===== config.mk =====
export PLATFORM = sky130hd
export DESIGN_NAME = iptc_top
export DESIGN_NICKNAME = d
export VERILOG_FILES = /design/src/logic/iptc_pkg.sv /design/src/logic/iptc_channel.sv /design/src/logic/iptc_top.sv
export SDC_FILE = /design/constraint.sdc
export NUM_CORES = 1
export LEC_CHECK = 0
export ABC_AREA = 1
export BUFFER_PORTS_ARGS = -buffer_cell sky130_fd_sc_hd__buf_2
export CAP_MARGIN = 40
export CELL_PAD_IN_SITES_DETAIL_PLACEMENT = 1
export CELL_PAD_IN_SITES_GLOBAL_PLACEMENT = 1
export CORE_AREA = 5 5 161 163
export CTS_CLUSTER_DIAMETER = 120
export DETAILED_ROUTE_END_ITERATION = 6
export DIE_AREA = 0 0 166 168
export HOLD_SLACK_MARGIN = 0.15
export PLACE_DENSITY_LB_ADDON = 0.1
export SETUP_SLACK_MARGIN = 0.1
export SYNTH_ARGS = -nofsm -noshare
export SYNTH_HDL_FRONTEND = slang
export SYNTH_SLANG_ARGS = --single-unit

===== constraint.sdc =====
create_clock -name clk_in -period 2 [get_ports clk_in]
set_clock_uncertainty 0.1 [all_clocks]
set_input_delay 0 -clock clk_in [delete_from_list [all_inputs] [get_ports clk_in]]
set_output_delay 0 -clock clk_in [all_outputs]
set_load 0.02 [all_outputs]

===== src/logic/iptc_pkg.sv =====
// package: constants and carrier types for the input conditioner
package iptc_pkg;
  localparam int IPTC_NUM_DIG = 4;
  localparam int IPTC_NUM_ANA = 2;
  localparam int IPTC_ADC_W = 10;
  // ten-bit percentage scale: 0 is 0 %, 1023 is 100 %
  localparam logic [9:0] IPTC_PCT_FULL = 10'h3FF;
  // 2.5 V on a 0..5 V ten-bit converter is half scale
  localparam logic [9:0] IPTC_THRESH_CODE = 10'h200;
  // clock and tick timing
  localparam int IPTC_CLK_HZ = 20000000;
  localparam int IPTC_TICK_MS = 10;
  localparam int IPTC_TICK_CYC = IPTC_CLK_HZ / 1000 * IPTC_TICK_MS;
  localparam int IPTC_DEB_MAX_MS = 9990;
  localparam logic [9:0] IPTC_DEB_MAX_STEPS = 10'(IPTC_DEB_MAX_MS / IPTC_TICK_MS);
  // wishbone register word addresses (byte address = 4 * index)
  localparam logic [7:0] IPTC_REG_CTRL_IDX = 8'h00;
  localparam logic [7:0] IPTC_REG_DEB_IDX = 8'h01;
  localparam logic [7:0] IPTC_REG_VAR_IDX = 8'h02;
  localparam logic [7:0] IPTC_REG_ANA_IDX = 8'h03;
  localparam logic [7:0] IPTC_REG_STAT_IDX = 8'h04;
  localparam logic [7:0] IPTC_REG_RATE_IDX = 8'h05;
  // ctrl field layout: per input one byte at 8*i
  localparam int IPTC_CF_POL = 0;
  localparam int IPTC_CF_TOG = 1;
  localparam int IPTC_CF_TYPE_LO = 2;
  localparam int IPTC_CF_SHUT = 4;
  localparam int IPTC_CF_ADIG = 5;
  localparam logic [31:0] IPTC_CTRL_RESET = 32'h0000_0000;
  localparam logic [31:0] IPTC_DEB_RESET = 32'h0000_0000;
  localparam logic [31:0] IPTC_UNMAPPED = 32'h0000_0000;

  typedef enum logic [1:0] {
    IPTC_TYPE_DIGITAL = 2'b00,
    IPTC_TYPE_RPM = 2'b01,
    IPTC_TYPE_COUNTER = 2'b10
  } iptc_type_t;

  // configuration of one input, as carried between the bus and the channels
  typedef struct packed {
    logic active_low;
    logic toggle;
    iptc_type_t in_type;
    logic [9:0] deb_steps;
  } iptc_cfg_t;
endpackage


===== src/logic/iptc_channel.sv =====
// module: one debounced digital input channel
`timescale 1ns/1ps
module iptc_channel
  import iptc_pkg::*;
(
  input wire logic clk_in, // system clock
  input wire logic rst_n_in, // sync reset, active low
  input wire logic tick_in, // 10 ms tick pulse
  input wire logic level_in, // synchronised input level
  input wire iptc_cfg_t cfg_in, // polarity, mode, debounce
  input wire logic clear_in, // software write of false
  output logic var_out, // program variable
  output logic pulse_out // one cycle per accepted active edge
);
  logic stable;
  logic [9:0] cnt;
  logic var_q;
  logic pulse;
  logic next_stable;
  logic [9:0] next_cnt;
  logic next_var;
  logic next_pulse;
  logic active;

  // debounce, then polarity, then level or toggle interpretation
  always_comb begin
    next_stable = stable;
    next_cnt = cnt;
    next_pulse = 1'b0;
    if (level_in == stable) begin
      next_cnt = 10'h000; // change vanished, restart the wait
    end else if (cnt >= cfg_in.deb_steps) begin
      next_stable = level_in; // still changed after the interval
      next_cnt = 10'h000;
    end else if (tick_in) begin
      next_cnt = cnt + 10'h001; // interval counted in 10 ms steps
    end
    active = next_stable ^ cfg_in.active_low;
    next_var = var_q;
    if (cfg_in.toggle) begin
      if (active && (next_stable != stable)) begin
        next_var = ~var_q; // active edge flips the latch
        next_pulse = 1'b1;
      end else if (clear_in) begin
        next_var = 1'b0; // software clear only in toggle mode
      end
    end else begin
      next_var = active; // level mode tracks, writes ignored
      next_pulse = active && (next_stable != stable);
    end
  end

  // state registers, cleared on reset
  always_ff @(posedge clk_in) begin
    if (!rst_n_in) begin
      stable <= 1'b0;
      cnt <= 10'h000;
      var_q <= 1'b0;
      pulse <= 1'b0;
    end else begin
      stable <= next_stable;
      cnt <= next_cnt;
      var_q <= next_var;
      pulse <= next_pulse;
    end
  end

  assign var_out = var_q;
  assign pulse_out = pulse;
endmodule


===== src/logic/iptc_top.sv =====
// module: input polarity/toggle conditioner with wishbone registers
`timescale 1ns/1ps
module iptc_top
  import iptc_pkg::*;
(
  input wire logic clk_in, // 20 MHz system clock
  input wire logic rst_n_in, // sync reset, active low
  input wire logic [IPTC_NUM_DIG-1:0] dig_in, // raw switch pins
  input wire logic [IPTC_NUM_ANA*IPTC_ADC_W-1:0] ana_code_in, // converter codes, same clock
  input wire logic [31:0] wb_adr_in, // wishbone byte address
  input wire logic [31:0] wb_dat_in, // wishbone write data
  input wire logic [3:0] wb_sel_in, // byte enables
  input wire logic wb_we_in, // write enable
  input wire logic wb_cyc_in, // cycle
  input wire logic wb_stb_in, // strobe
  output logic [31:0] wb_dat_out, // read data
  output logic wb_ack_out, // acknowledge
  output logic valve_enable_out // high while valve current paths may run
);
  logic [IPTC_NUM_DIG-1:0] sync1, sync2;
  logic [31:0] ctrl, deb, next_ctrl, next_deb;
  logic [31:0] rdat, next_rdat;
  logic ack, next_ack;
  // divider width follows the 10 ms cycle count, so the tick never wraps early
  localparam int TICK_W = $clog2(IPTC_TICK_CYC);
  localparam logic [TICK_W-1:0] TICK_LAST = TICK_W'(IPTC_TICK_CYC - 1);
  localparam logic [TICK_W-1:0] TICK_STEP = TICK_W'(1);
  logic [TICK_W-1:0] tick_cnt, next_tick_cnt;
  logic tick, next_tick;
  logic shutdown, next_shutdown;
  logic [IPTC_NUM_DIG-1:0] var_w, pulse_w, clr_w;
  logic [IPTC_NUM_DIG*8-1:0] rate_cnt, next_rate_cnt;
  logic [IPTC_NUM_ANA-1:0] ana_dig;
  logic [7:0] idx;
  logic wr;

  // decoding used by both write and read paths
  function automatic logic hit(input logic [7:0] a, input logic [7:0] r);
    hit = (a == r);
  endfunction

  function automatic logic [31:0] bytemask(input logic [31:0] old, input logic [31:0] nw,
                                           input logic [3:0] sel);
    logic [31:0] m;
    m = {{8{sel[3]}}, {8{sel[2]}}, {8{sel[1]}}, {8{sel[0]}}};
    bytemask = (old & ~m) | (nw & m);
  endfunction

  assign idx = wb_adr_in[9:2];
  assign wr = wb_cyc_in && wb_stb_in && wb_we_in && !ack;

  //////////////////////////////////////////////////////////////////////////////
  // two-flop synchronisers; first stage feeds only the second
  always_ff @(posedge clk_in) begin
    if (!rst_n_in) begin
      sync1 <= '0;
      sync2 <= '0;
    end else begin
      sync1 <= dig_in;
      sync2 <= sync1;
    end
  end

  //////////////////////////////////////////////////////////////////////////////
  // 10 ms tick divider
  always_comb begin
    next_tick = 1'b0;
    next_tick_cnt = tick_cnt + TICK_STEP;
    if (tick_cnt == TICK_LAST) begin
      next_tick_cnt = '0;
      next_tick = 1'b1; // one pulse per 10 ms
    end
  end

  always_ff @(posedge clk_in) begin
    if (!rst_n_in) begin
      tick_cnt <= '0;
      tick <= 1'b0;
    end else begin
      tick_cnt <= next_tick_cnt;
      tick <= next_tick;
    end
  end

  //////////////////////////////////////////////////////////////////////////////
  // channels; debounce steps clamp at the top of the range
  genvar g;
  generate
    for (g = 0; g < IPTC_NUM_DIG; g++) begin : g_ch
      iptc_cfg_t cfg;
      logic [7:0] raw_steps;
      logic [9:0] steps;
      assign raw_steps = deb[8*g +: 8];
      // limitation: an 8-bit field reaches 2550 ms; full 9990 ms range needs a wider map
      assign steps = ({2'b00, raw_steps} > IPTC_DEB_MAX_STEPS) ? IPTC_DEB_MAX_STEPS
                     : {2'b00, raw_steps};
      // one driver for the whole packed struct, fields never split across assigns
      assign cfg = '{
        active_low: ctrl[8*g + IPTC_CF_POL],
        toggle: ctrl[8*g + IPTC_CF_TOG],
        in_type: iptc_type_t'(ctrl[8*g + IPTC_CF_TYPE_LO +: 2]),
        deb_steps: steps
      };
      // write of zero to a variable bit is a clear request
      assign clr_w[g] = wr && hit(idx, IPTC_REG_VAR_IDX) && wb_sel_in[0] && !wb_dat_in[g];
      iptc_channel u_ch (
        .clk_in(clk_in),
        .rst_n_in(rst_n_in),
        .tick_in(tick),
        .level_in(sync2[g]),
        .cfg_in(cfg),
        .clear_in(clr_w[g]),
        .var_out(var_w[g]),
        .pulse_out(pulse_w[g])
      );
    end
    // analog channels thresholded at half scale, inverted for active low
    for (g = 0; g < IPTC_NUM_ANA; g++) begin : g_ana
      assign ana_dig[g] = (ana_code_in[g*IPTC_ADC_W +: IPTC_ADC_W] > IPTC_THRESH_CODE)
                          ^ ctrl[8*g + IPTC_CF_ADIG];
    end
  endgenerate

  //////////////////////////////////////////////////////////////////////////////
  // pulse counters for rpm and counter types; rpm internals kept minimal
  always_comb begin
    next_rate_cnt = rate_cnt;
    for (int i = 0; i < IPTC_NUM_DIG; i++) begin
      if (ctrl[8*i + IPTC_CF_TYPE_LO +: 2] == IPTC_TYPE_DIGITAL) begin
        next_rate_cnt[8*i +: 8] = 8'h00;
      end else if (pulse_w[i]) begin
        next_rate_cnt[8*i +: 8] = rate_cnt[8*i +: 8] + 8'h01; // measured_rotation_rate source
      end
    end
  end

  // counter registers; eight bits wrap, software reads the difference
  always_ff @(posedge clk_in) begin
    if (!rst_n_in) begin
      rate_cnt <= '0;
    end else begin
      rate_cnt <= next_rate_cnt;
    end
  end

  //////////////////////////////////////////////////////////////////////////////
  // shutdown latch: once set only a reset (power cycle) clears it
  always_comb begin
    next_shutdown = shutdown;
    if (ctrl[IPTC_CF_SHUT] && var_w[0]) begin
      next_shutdown = 1'b1; // system_shutdown_input_mode on input 0
    end
  end

  // valve enable follows the latch a cycle early so the pin drops with it
  always_ff @(posedge clk_in) begin
    if (!rst_n_in) begin
      shutdown <= 1'b0;
      valve_enable_out <= 1'b0;
    end else begin
      shutdown <= next_shutdown;
      valve_enable_out <= !next_shutdown;
    end
  end

  //////////////////////////////////////////////////////////////////////////////
  // wishbone slave: one-cycle ack, registered read data
  always_comb begin
    next_ctrl = ctrl;
    next_deb = deb;
    next_ack = wb_cyc_in && wb_stb_in && !ack;
    next_rdat = rdat;
    if (wr) begin
      if (hit(idx, IPTC_REG_CTRL_IDX)) begin
        next_ctrl = bytemask(ctrl, wb_dat_in, wb_sel_in);
      end else if (hit(idx, IPTC_REG_DEB_IDX)) begin
        next_deb = bytemask(deb, wb_dat_in, wb_sel_in);
      end
    end
    if (wb_cyc_in && wb_stb_in && !wb_we_in && !ack) begin
      if (hit(idx, IPTC_REG_CTRL_IDX)) begin
        next_rdat = ctrl;
      end else if (hit(idx, IPTC_REG_DEB_IDX)) begin
        next_rdat = deb;
      end else if (hit(idx, IPTC_REG_VAR_IDX)) begin
        next_rdat = {28'h000_0000, var_w};
      end else if (hit(idx, IPTC_REG_ANA_IDX)) begin
        // ten-bit percent codes, 1023 steps, finer than a tenth percent
        next_rdat = {6'h00, ana_code_in[IPTC_ADC_W +: IPTC_ADC_W], 6'h00, ana_code_in[0 +: IPTC_ADC_W]};
      end else if (hit(idx, IPTC_REG_STAT_IDX)) begin
        next_rdat = {27'h000_0000, shutdown, 2'b00, ana_dig};
      end else if (hit(idx, IPTC_REG_RATE_IDX)) begin
        next_rdat = rate_cnt;
      end else begin
        next_rdat = IPTC_UNMAPPED;
      end
    end
  end

  always_ff @(posedge clk_in) begin
    if (!rst_n_in) begin
      ctrl <= IPTC_CTRL_RESET;
      deb <= IPTC_DEB_RESET;
      ack <= 1'b0;
      rdat <= IPTC_UNMAPPED;
    end else begin
      ctrl <= next_ctrl;
      deb <= next_deb;
      ack <= next_ack;
      rdat <= next_rdat;
    end
  end

  assign wb_ack_out = ack;
  assign wb_dat_out = rdat;
endmodule


; ---- Yosys cells after proc, flatten, opt, wreduce, memory -nomap -nowiden
; Cells that the tools add are included.
[totals]
regBits = 210
in_bits = 97
wordCells = 157
[classes]
add_sub_neg = 9
order_cmp = 6
eq_ne = 18
mux = 36
n_bitwise = 18
reduce_logical = 40
[op_table]
columns = op, count
row1 = two-way mux 32 bit, 6
row2 = bitwise AND 32 bit, 3
row3 = bitwise OR 32 bit, 2
row4 = "adder 10 x 1 -> 10 bit, second input constant", 4
row5 = >= comparator 10 x 8 -> 1 bit, 4
row6 = "adder 8 x 1 -> 8 bit, second input constant", 4
row7 = NOT 32 bit, 1
row8 = two-way mux 1 bit, 30
row9 = "> comparator 10 bit, second input constant", 2
row10 = "adder 18 x 1 -> 18 bit, second input constant", 1
row11 = "== test 18 bit, second input constant", 1
row12 = logical AND 1 bit, 17
row13 = "== test 8 x 2 -> 1 bit, second input constant", 2
row14 = "== test 8 x 3 -> 1 bit, second input constant", 2
row15 = "!= test 3 x 1 -> 1 bit, second input constant", 4
row16 = OR reduction 3 bit, 4
row17 = OR reduction 2 bit, 5
row18 = "== test 8 x 1 -> 1 bit, second input constant", 1
row19 = zero test 2 bit, 4
row20 = zero test 8 bit, 1
row21 = zero test 1 bit, 7
row22 = NOT 1 bit, 6
row23 = bitwise XOR 1 bit, 6
row24 = == test 1 bit, 4
row25 = 3 further kinds, 6

; ---- Depth between registers and ports, before layout
; Gate-level depths: netlist of run 1.
[depth]
depth_word = 9
depth_mapped = 14
depth_no_buf = 14

; ---- Hierarchy
; Synthesis of run 1 repeated with hierarchy kept, for this count alone.
[hier_totals]
hier_cells = 1451
area_unflattened_um2 = 10580.1
[by_module_without_submodules]
columns = mod, n_inst, cells_per_inst, area_per_inst_um2, seq_area_each_um2
row1 = iptc_top, 1, 935, 6866.6, 3163.0
row2 = iptc_channel, 4, 129, 928.4, 260.2

; ---- Worst setup path after synthesis of run 1
; Ideal clock, no wire load.
[synth_timing]
path_type = flip-flop to flip-flop
start = reg (tool-made name)
end = reg g_ch[0].u_ch.var_q
setup_time_ns = 0.115
arrival_ns = 1.592
required_ns = 1.785
setup_slack_ns = 0.193
stages_incl_launch_ff = 12
path_buffers = 0
path_cell_list = dfxtp_1 inv_1 ha_1 nand2_1 nor2_1 nand3_1 nand4_1 nand2_1 nand3_1 nand3_1 a21oi_1 nor2_1
[synth_lines]
columns = element, line
row1 = to (signal assigned), iptc_channel.sv:63  ; var_q <= next_var;
row2 = to (decl), iptc_channel.sv:17  ; logic var_q;

==> results of run 1 <==
-- cells in the mapped netlist, types with 2 or more instances --
master / instances / area [sq um]
a21oi_1: 158 / 790.8
nand3_1: 49 / 245.2
nand4_1: 24 / 150.1
o22ai_1: 3 / 18.77
nand3_2: 4 / 40.04
or2_2: 2 / 12.51
nor2_1: 158 / 593.1
o21ai_1: 2 / 10.01
nand3_4: 3 / 52.55
nor3_1: 17 / 85.08
a221oi_1: 11 / 96.34
inv_2: 4 / 15.01
xnor2_1: 5 / 43.79
nor2_2: 6 / 37.54
inv_1: 207 / 777.0
o21ai_0: 113 / 565.5
a41oi_1: 6 / 52.55
or2_0: 3 / 18.77
nor3_2: 2 / 20.02
buf_4: 3 / 22.52
clkbuf_1: 17 / 63.81
dfxtp_1: 210 / 4204
buf_6: 7 / 78.83
nand2_2: 3 / 18.77
buf_2: 10 / 50.05
xor2_1: 26 / 227.7
nor4_1: 7 / 43.79
nand2_1: 262 / 983.4
a31oi_1: 8 / 50.05
ha_1: 41 / 513.0
nor3b_1: 6 / 45.04
-- power groups by stage --
| stage | clock network, mW | registers, mW | logic, mW |
|---|---|---|---|
| 5_1_grt | 5.03 | 4.27 | 0.759 |
| 6_report | 4.75 | 4.26 | 0.709 |
| 2_1_floorplan | 0 | 4.38 | 0.207 |
| 3_5_place_dp | 0 | 4.35 | 0.470 |
| 3_3_place_gp | 0 | 4.35 | 0.461 |
| 4_1_cts | 4.81 | 4.26 | 0.617 |
-- what timing repair did --
action | CTS | global route
endpoints found under the hold margin | 134 | 0
resized for setup | 85 | 216
gates cloned | 0 | 3
hold buffers | 92 | 0
pin swaps | 44 | 85
setup endpoints to repair | 46 | 96
buffers inserted | 17 | 27
-- critical path: stages (launching register included) --
cell and delay (ps):
dfxtp_1 300, inv_1 160, ha_1 290, nand2_1 80, nand2_1 80, nand3_2 100, nand4_1 200, nand2_1 190
nand3_2 140, nand2_2 100, nor2_2 40, a21oi_1 140, nor2_1 80
-- path summary, 6_finish.rpt --
kind	startpoint	endpoint	slack (ps)	depth (start not counted)
hold reg to reg	sync1[1]	sync2[1]	310	2
hold / removal	wb_adr_in[6]	wb_dat_out[1]	200	10
setup reg to reg	register	g_ch[3].u_ch.var_out	-80	12
setup / recovery	register	g_ch[3].u_ch.var_out	-80	12
-- metal layers --
| metal | wire length [um] | part of all wire |
|---|---|---|
| met5 | 0 | 0 |
| met4 | 1106 | 0.028 |
| met3 | 1904 | 0.048 |
| met2 | 19810 | 0.50 |
| met1 | 17160 | 0.43 |
-- area by class of cell --
class,count,area (sq um)
inverters,212,808.3
fillers,2943,9802
flip-flops and latches,210,4263
multi-input cells,933,5789
clock inverters,5,75.07
repair buffers,291,2238
clock buffers,39,788.3
well taps,324,405.4
diodes,3,7.507
-- kinds of logic after synthesis --
kind of cell	count (synthesis)	share of synthesized area
mux	1	0.001122
simple gates	552	0.2414
other cells	1	0.0003736
xor+xnor	31	0.02705
compound gates	302	0.1585
buf+inv	250	0.1016
flops	210	0.4188
fa+ha+maj	41	0.05110
==> flow_summary.ini, run 1 <==
[clock_tree]
clock_sinks = 210
cts_made_buffers = 24
cts_buffer_depth = 3
cts_tree = done
insertion_delay_ps = 520
htreeDepth = 1
clk_pin_slew_ps = 60
cts_root_buffer = clkbuf_16

[yosys]
ys_seq_area_frac = 0.4188
ys_types = 42
synth_cells = 1388
synth_seq_cells = 210
synth_warnings = 0
avgSynthCellArea_sq_um = 7.232
synth_area_sq_um = 10040
synth_edf_count = 0
postSynth.asyncResetShare = 0
synth_flop_cell = dfxtp_1

[grt]
grt_max_degree = 105
grt_pass1_vias = 10842
grt.overflow.total = 0
grt_pass1_wl_mm = 57.77
grt.met2_usage = 0.4258
grt_busiest_layer = met2
antenna_found_initial = 3
grt_use_met3 = 0.03517
gr-usage-met1 = 0.3348
grt_usage = 0.2506

[finish]
area_delta_synth_final_pct = 43.20
layout_common_cells = nand2_1, inv_1, dfxtp_1
nets = 1810
utilization = 0.5946
final_cells = 2017
fin_area_sq_um = 14380
final_common_cell = nand2_1
drive_gt1_frac = 0.3065

[power_and_ir_drop]
seqPwrFrac = 0.439
ir_drop_mv = 0.5020
switching_share = 0.2311
internal-power_mw = 7.475
p_leak_nw = 5.815
power_mw = 9.722
powerDensity_nw_per_um2 = 676.3
p_comb_frac = 0.073
p_switching_mw = 2.246
pwr-share-clk = 0.489

[job]
drv_cap = 0

[critical_path]
arrival_ps = 2400
crit_path_end_kind = register
crit_path_max_fanout = 5
start_kind = register
critPathKind = reg -> reg
cp_data_required_time_ps = 2320

[placed_design]
place.gp.congestion = 0.8339
dp_hpwl_mm = 23.09
placed_area_sq_um = 11150
port_buffers = 106
dp_cells = 1831
dpl_worst_slack_ps = -72.13

[floorplanning]
dieArea_sq_um = 27890
start_util = 0.4152
io_pins = 131
coreArea_sq_um = 24180
rows = 57
die_x_um = 166
die_h_um = 168

[timing]
drv_slew = 0
rsz0062_at_grt = true
worst_slew_pin_slew_ps = 589.1
fmax_ghz = 0.4798
setup-tns-final_ps = -125.5
relSlewSlack = 0.6059
final_hold_viol_count = 0
layout_min_cycle_time_ps = 2084
hold_ws_ps = 198.4
setup_ws_ps = -84.12
setup_viol = 3
post-route-period-util = 1.042

[run_status]
outcome = finished, violations left
failed_checks = negative setup slack

[routing]
vias_per_cell = 5.324
vias = 10738
drc = 0
wl_per_cell_um = 19.82
wl_mm = 39.98
drt_iter0_markers = 855
ant_nets = 0
first_pass_iters = 5

[worst_hold_path]
hp-class = in -> reg
Power figures use the tool's default switching activity.
==> inputs of run 2 (changes only) <==
--- a/config.mk
+++ b/config.mk
@@ -10,13 +10,14 @@
 export CAP_MARGIN = 40
 export CELL_PAD_IN_SITES_DETAIL_PLACEMENT = 1
 export CELL_PAD_IN_SITES_GLOBAL_PLACEMENT = 1
-export CORE_AREA = 5 5 161 163
+export CORE_AREA = 5 5 165 167
 export CTS_CLUSTER_DIAMETER = 120
 export DETAILED_ROUTE_END_ITERATION = 6
-export DIE_AREA = 0 0 166 168
+export DIE_AREA = 0 0 170 172
 export HOLD_SLACK_MARGIN = 0.15
 export PLACE_DENSITY_LB_ADDON = 0.1
 export SETUP_SLACK_MARGIN = 0.1
 export SYNTH_ARGS = -nofsm -noshare
 export SYNTH_HDL_FRONTEND = slang
+export SYNTH_HIERARCHICAL = 1
 export SYNTH_SLANG_ARGS = --single-unit
==> flow_summary.ini, run 2 <==
[critical_path]
crit_cells = 8
ff2ff_path_depth = 11
slowest_delay_ps = 610
cp_top_family = buffers and inverters
crit_path_max_fanout = 5
cp_slowest_cell = dlygate4sd3_1
critPathKind = in -> reg
r2r_slack_ps = 160
cp_data_required_time_ps = 2300
arrival_ps = 2130
crit_chain = dlygate4sd3_1 -> buf_4 -> nand2_2 -> dlygate4sd3_1 -> nor3_2 -> buf_4 -> a221oi_1 -> a21oi_1
crit_path_start = wb_adr_in[2]
worstReg2RegEnd = g_ch[0].u_ch/var_out
crit_path_end_kind = register
crit_path_end = wb_dat_out[8]
start_kind = primary input
crit_buf_inv = 4

[yosys]
avgSynthCellArea_sq_um = 7.292
yosys-top-cells-area = dfxtp_1, inv_1, nand2_1
synth_warnings = 6
synth.largest_area_cell = dfxtp_1
yosys-top-cells-count = inv_1, nand2_1, dfxtp_1, a21oi_1, nor2_1
netlist.area_leader.share = 0.3974
synth_cells = 1451
synth_edf_count = 0
ys_types = 47
yosysMostFrequentCell = inv_1
synth_area_sq_um = 10580
synth_seq_cells = 210
postSynth.asyncResetShare = 0
synth_flop_cell = dfxtp_1
ys_seq_area_frac = 0.3974

[finish]
area_delta_synth_final_pct = 31.78
nets = 1831
final_common_cell = inv_1
layout_common_cells = inv_1, nand2_1, dfxtp_1
fin_area_sq_um = 13940
final_cells = 2041
drive_gt1_frac = 0.2189

[run_status]
outcome = completed

[timing]
rsz0062_at_grt = true
post-route-period-util = 0.9188
setup_viol = 0
final_hold_viol_count = 0
fmax_ghz = 0.5442
drv_slew = 0
worst_slew_pin_slew_ps = 583.2
setup-tns-final_ps = 0
layout_min_cycle_time_ps = 1838
relSlewSlack = 0.6108
setup_ws_ps = 162.4

[clock_tree]
cts_buffer_depth = 3
htreeDepth = 1
clk_pin_slew_ps = 60
cts_tree = done
cts_made_buffers = 25
clock_sinks = 210
insertion_delay_ps = 520
cts_root_buffer = clkbuf_16

[grt]
grt_max_degree = 81
grt_pass1_wl_mm = 53.93
grt.overflow.total = 0
antenna_found_initial = 1
grt_pass1_vias = 10732
grt_usage = 0.2266

[placed_design]
place.gp.congestion = 0.8189
dpl_worst_slack_ps = 109.0
dp_hpwl_mm = 23.73
dp_cells = 1895
port_buffers = 106
placed_area_sq_um = 11650

[floorplanning]
coreArea_sq_um = 25620
rows = 59
die_h_um = 172
die_x_um = 170
io_pins = 131
start_util = 0.4130
dieArea_sq_um = 29240

[power_and_ir_drop]
powerDensity_nw_per_um2 = 695.9
power_mw = 9.703
ir_drop_mv = 0.5190
p_leak_nw = 5.764

[routing]
vias_per_cell = 5.073
vias = 10354
ant_nets = 0
first_pass_iters = 5
drc = 0
wl_per_cell_um = 16.96
wl_mm = 34.61
drt_iter0_markers = 461

[worst_hold_path]
hp-class = in -> reg

[job]
drv_cap = 0
run 2: cell count changes after synthesis, sizes merged, moves of 11 or more:
cell | previous run | this run
xnor2 | 5 | 23
o22ai | 3 | 16
o221ai | 0 | 11
xor2 | 26 | 13
inv | 212 | 261
nand3 | 56 | 69
nand2 | 266 | 241
run 2: worst min path at each step:
stage / slack, ps / from / cells past startpoint / endpoint
after floorplan: -2 / dig_in[0] / 2 / sync1[0]
after global placement: 80 / dig_in[3] / 3 / sync1[3]
after detailed placement: 90 / dig_in[3] / 3 / sync1[3]
after CTS: 150 / rst_n_in / 4 / sync2[0]
after global routing: 170 / rst_n_in / 4 / sync2[0]
final: 160 / wb_adr_in[4] / 7 / wb_dat_out[5]
run 2: per-stage QoR:
| stage | hold slack (ps) | utilization |
|---|---|---|
| 2_1_floorplan | -2.369 | - |
| 5_1_grt | 172.2 | 0.5442 |
| 4_1_cts | 151.4 | 0.5219 |
| 3_5_place_dp | 91.77 | 0.4550 |
| 3_3_place_gp | 83.77 | 0.4550 |
| 6_report | 158.5 | 0.5443 |
run 2: tightest hold or removal path: cells and delay by family:
kind            cells  cell delay [ps]
compound gates      2              220
buf+inv             2              240
simple gates        3              290
run 2: area by class of cell:
class | count | area (sq um)
fill | 3241 | 11670
multi-input combinational | 953 | 5667
clock buffer | 38 | 744.5
tap | 335 | 419.2
clock inverter | 8 | 118.9
timing repair buffer | 233 | 1739
antenna | 2 | 5.005
sequential | 210 | 4249
inverter | 262 | 999.7
run 2: routing by layer:
layer | part of all wire | vias to the layer above | global-route usage | wire (um)
met5 | 0 | - | 0 | 0
met4 | 0.022 | 0 | 0.06111 | 765
met3 | 0.046 | 53 | 0.03406 | 1577
met2 | 0.50 | 171 | 0.4098 | 17340
met1 | 0.43 | 4967 | 0.2824 | 14930
li1 | - | 5163 | - | -
run 2: kinds of logic (layout without fill, tap and decap cells):
group	after synthesis	count (layout)	synth area share
AOI/OAI and AO/OA	313	313	0.1598
other	1	10	0.0003544
buffers and inverters	297	541	0.1094
adders and majority gates	49	49	0.05795
xor gates and xnor gates	36	36	0.02980
muxes	1	1	0.001064
DFF	210	210	0.3974
and+or+nand+nor	544	546	0.2443
run 2: timing repair:
| action | CTS | global route |
|---|---|---|
| endpoints found under the setup margin | 1 | 74 |
| pin swaps | 1 | 43 |
| hold buffers | 85 | 0 |
| cloned | 0 | 2 |
| resized for setup | 0 | 135 |
| setup buffers | 0 | 11 |
| endpoints found under the hold margin | 142 | 0 |
run 2: where the power goes:
group	internal, mW	leakage [nW]	switching [mW]	total (mW)
combinational	0.275	3.62	0.371	0.646
sequential	4.23	1.71	0.0282	4.25
clock	2.95	0.428	1.86	4.80
total	7.45	5.76	2.26	9.70
==> inputs of run 3 (changes only) <==
--- a/config.mk
+++ b/config.mk
@@ -10,14 +10,13 @@
 export CAP_MARGIN = 40
 export CELL_PAD_IN_SITES_DETAIL_PLACEMENT = 1
 export CELL_PAD_IN_SITES_GLOBAL_PLACEMENT = 1
-export CORE_AREA = 5 5 165 167
+export CORE_AREA = 10 10 166 168
 export CTS_CLUSTER_DIAMETER = 120
 export DETAILED_ROUTE_END_ITERATION = 6
-export DIE_AREA = 0 0 170 172
+export DIE_AREA = 0 0 176 178
 export HOLD_SLACK_MARGIN = 0.15
 export PLACE_DENSITY_LB_ADDON = 0.1
 export SETUP_SLACK_MARGIN = 0.1
 export SYNTH_ARGS = -nofsm -noshare
 export SYNTH_HDL_FRONTEND = slang
-export SYNTH_HIERARCHICAL = 1
 export SYNTH_SLANG_ARGS = --single-unit
==> flow_summary.ini, run 3 (synthesized netlist as in run 1, its figures left out) <==
[floorplanning]
rows = 57
io_pins = 131
die_h_um = 178
die_x_um = 176
dieArea_sq_um = 31330
start_util = 0.4164
coreArea_sq_um = 24110

[run_status]
failed_checks = negative setup slack
outcome = finished, violations left

[timing]
setup_viol = 3
hold_ws_ps = 185.6
setup-tns-final_ps = -98.52
fmax_ghz = 0.4902
drv_slew = 0
rsz0062_at_grt = true
final_hold_viol_count = 0
setup_ws_ps = -39.83
layout_min_cycle_time_ps = 2040
post-route-period-util = 1.020
relSlewSlack = 0.5165
worst_slew_pin_slew_ps = 722.8

[routing]
met3_length_mm = 1.633
top_layer = met4
wl_mm = 38.07
first_pass_iters = 5
drt_iter0_markers = 535
drt-met1-wl_mm = 17.23
vias_per_cell = 5.242
ant_nets = 0
vias = 10490
wl_per_cell_um = 19.03
drc = 0
wl_met2_mm = 18.32

[clock_tree]
htreeDepth = 1
cts_tree = done
cts_made_buffers = 25
clock_sinks = 210
cts_root_buffer = clkbuf_16
insertion_delay_ps = 530
clk_pin_slew_ps = 60
cts_buffer_depth = 3

[grt]
antenna_found_initial = 3
grt_pass1_wl_mm = 55.07
grt.overflow.total = 0
grt_pass1_vias = 10463
grt_usage = 0.2148
grt_max_degree = 77

[critical_path]
slowest_delay_ps = 340
crit_path_end_kind = register
crit_path_max_fanout = 5
r2r_slack_ps = -40
cp_slowest_cell = dfxtp_2
cp_top_family = simple AND/OR/NAND/NOR gates
crit_chain = inv_2 -> ha_4 -> a21oi_2 -> nand2_2 -> nand2_2 -> nand4_1 -> nand2_2 -> nand3_2 -> nand3_2 -> nand3_2 -> nand2_1 -> nor2_1
start_kind = register
arrival_ps = 2360
crit_buf_inv = 1
critPathKind = reg -> reg
cp_data_required_time_ps = 2320

[worst_hold_path]
hp-class = in -> reg

[power_and_ir_drop]
power_mw = 9.291
powerDensity_nw_per_um2 = 654.4
p_leak_nw = 5.790
ir_drop_mv = 0.5953

[job]
drv_cap = 0

[finish]
fillers = 2946
drive_gt1_frac = 0.3094
area_delta_synth_final_pct = 41.44
nets = 1797
layout_common_cells = nand2_1, inv_1, dfxtp_1
final_common_cell = nand2_1

[placed_design]
place.gp.congestion = 0.8340
port_buffers = 106
dp_hpwl_mm = 23.30
-- run 3: cell type report --
type / instances / area (sq um) / area share
Timing Repair Buffer: 277 / 2107 / 0.1484
Sequential cell: 210 / 4274 / 0.3010
Clock inverter: 7 / 63.81 / 0.004494
Antenna cell: 3 / 7.507 / 0.0005287
Tap cell: 324 / 405.4 / 0.02855
Inverter: 212 / 800.8 / 0.05640
Clock buffer: 35 / 693.2 / 0.04882
Multi-Input combinational cell: 933 / 5847 / 0.4118
-- run 3: tightest hold or removal path: cells and delay by family --
| family | cells | cell delay (ps) |
|---|---|---|
| buffers and inverters | 2 | 300 |
| AOI/OAI and AO/OA | 3 | 290 |
| and+or+nand+nor | 2 | 160 |
-- run 3: through the flow --
stage,instance area (sq um),setup slack (ps),util,instances
after floorplan,10050,193.4,-,1391
after global placement,11060,8.009,0.4587,1818
after detailed placement,11060,-79.26,0.4587,1818
after CTS,13160,95.11,0.5458,1967
after global routing,14200,-188.4,0.5890,2001
final,14200,-39.83,0.5890,2001
-- run 3: timing repair --
action / 4_1_cts / 5_1_grt
buffers inserted: 20 / 31
hold buffers: 87 / 0
endpoints found under the setup margin: 55 / 92
resized for setup: 82 / 238
gates cloned: 0 / 2
pin swaps: 48 / 94
hold endpoints to repair: 142 / 0
-- run 3: final timing paths --
kind                                   start                   end  cells after the start
worst max register to register      register  g_ch[2].u_ch.var_out                     12
worst min register to register      sync1[1]              sync2[1]                      2
worst max-delay path                register  g_ch[2].u_ch.var_out                     12
worst min-delay path            wb_adr_in[2]        wb_dat_out[11]                      7
-- run 3: power breakdown --
part | internal [mW] | total [mW] | switching [mW]
sequential | 4.23 | 4.26 | 0.0327
combinational | 0.299 | 0.687 | 0.388
clock | 2.53 | 4.34 | 1.81
-- run 3: per-layer routing --
layer / global-route usage / vias up
met5: 0 / -
met4: 0.05970 / 0
met3: 0.03319 / 65
met2: 0.3613 / 223
met1: 0.2801 / 5150
li1: - / 5052
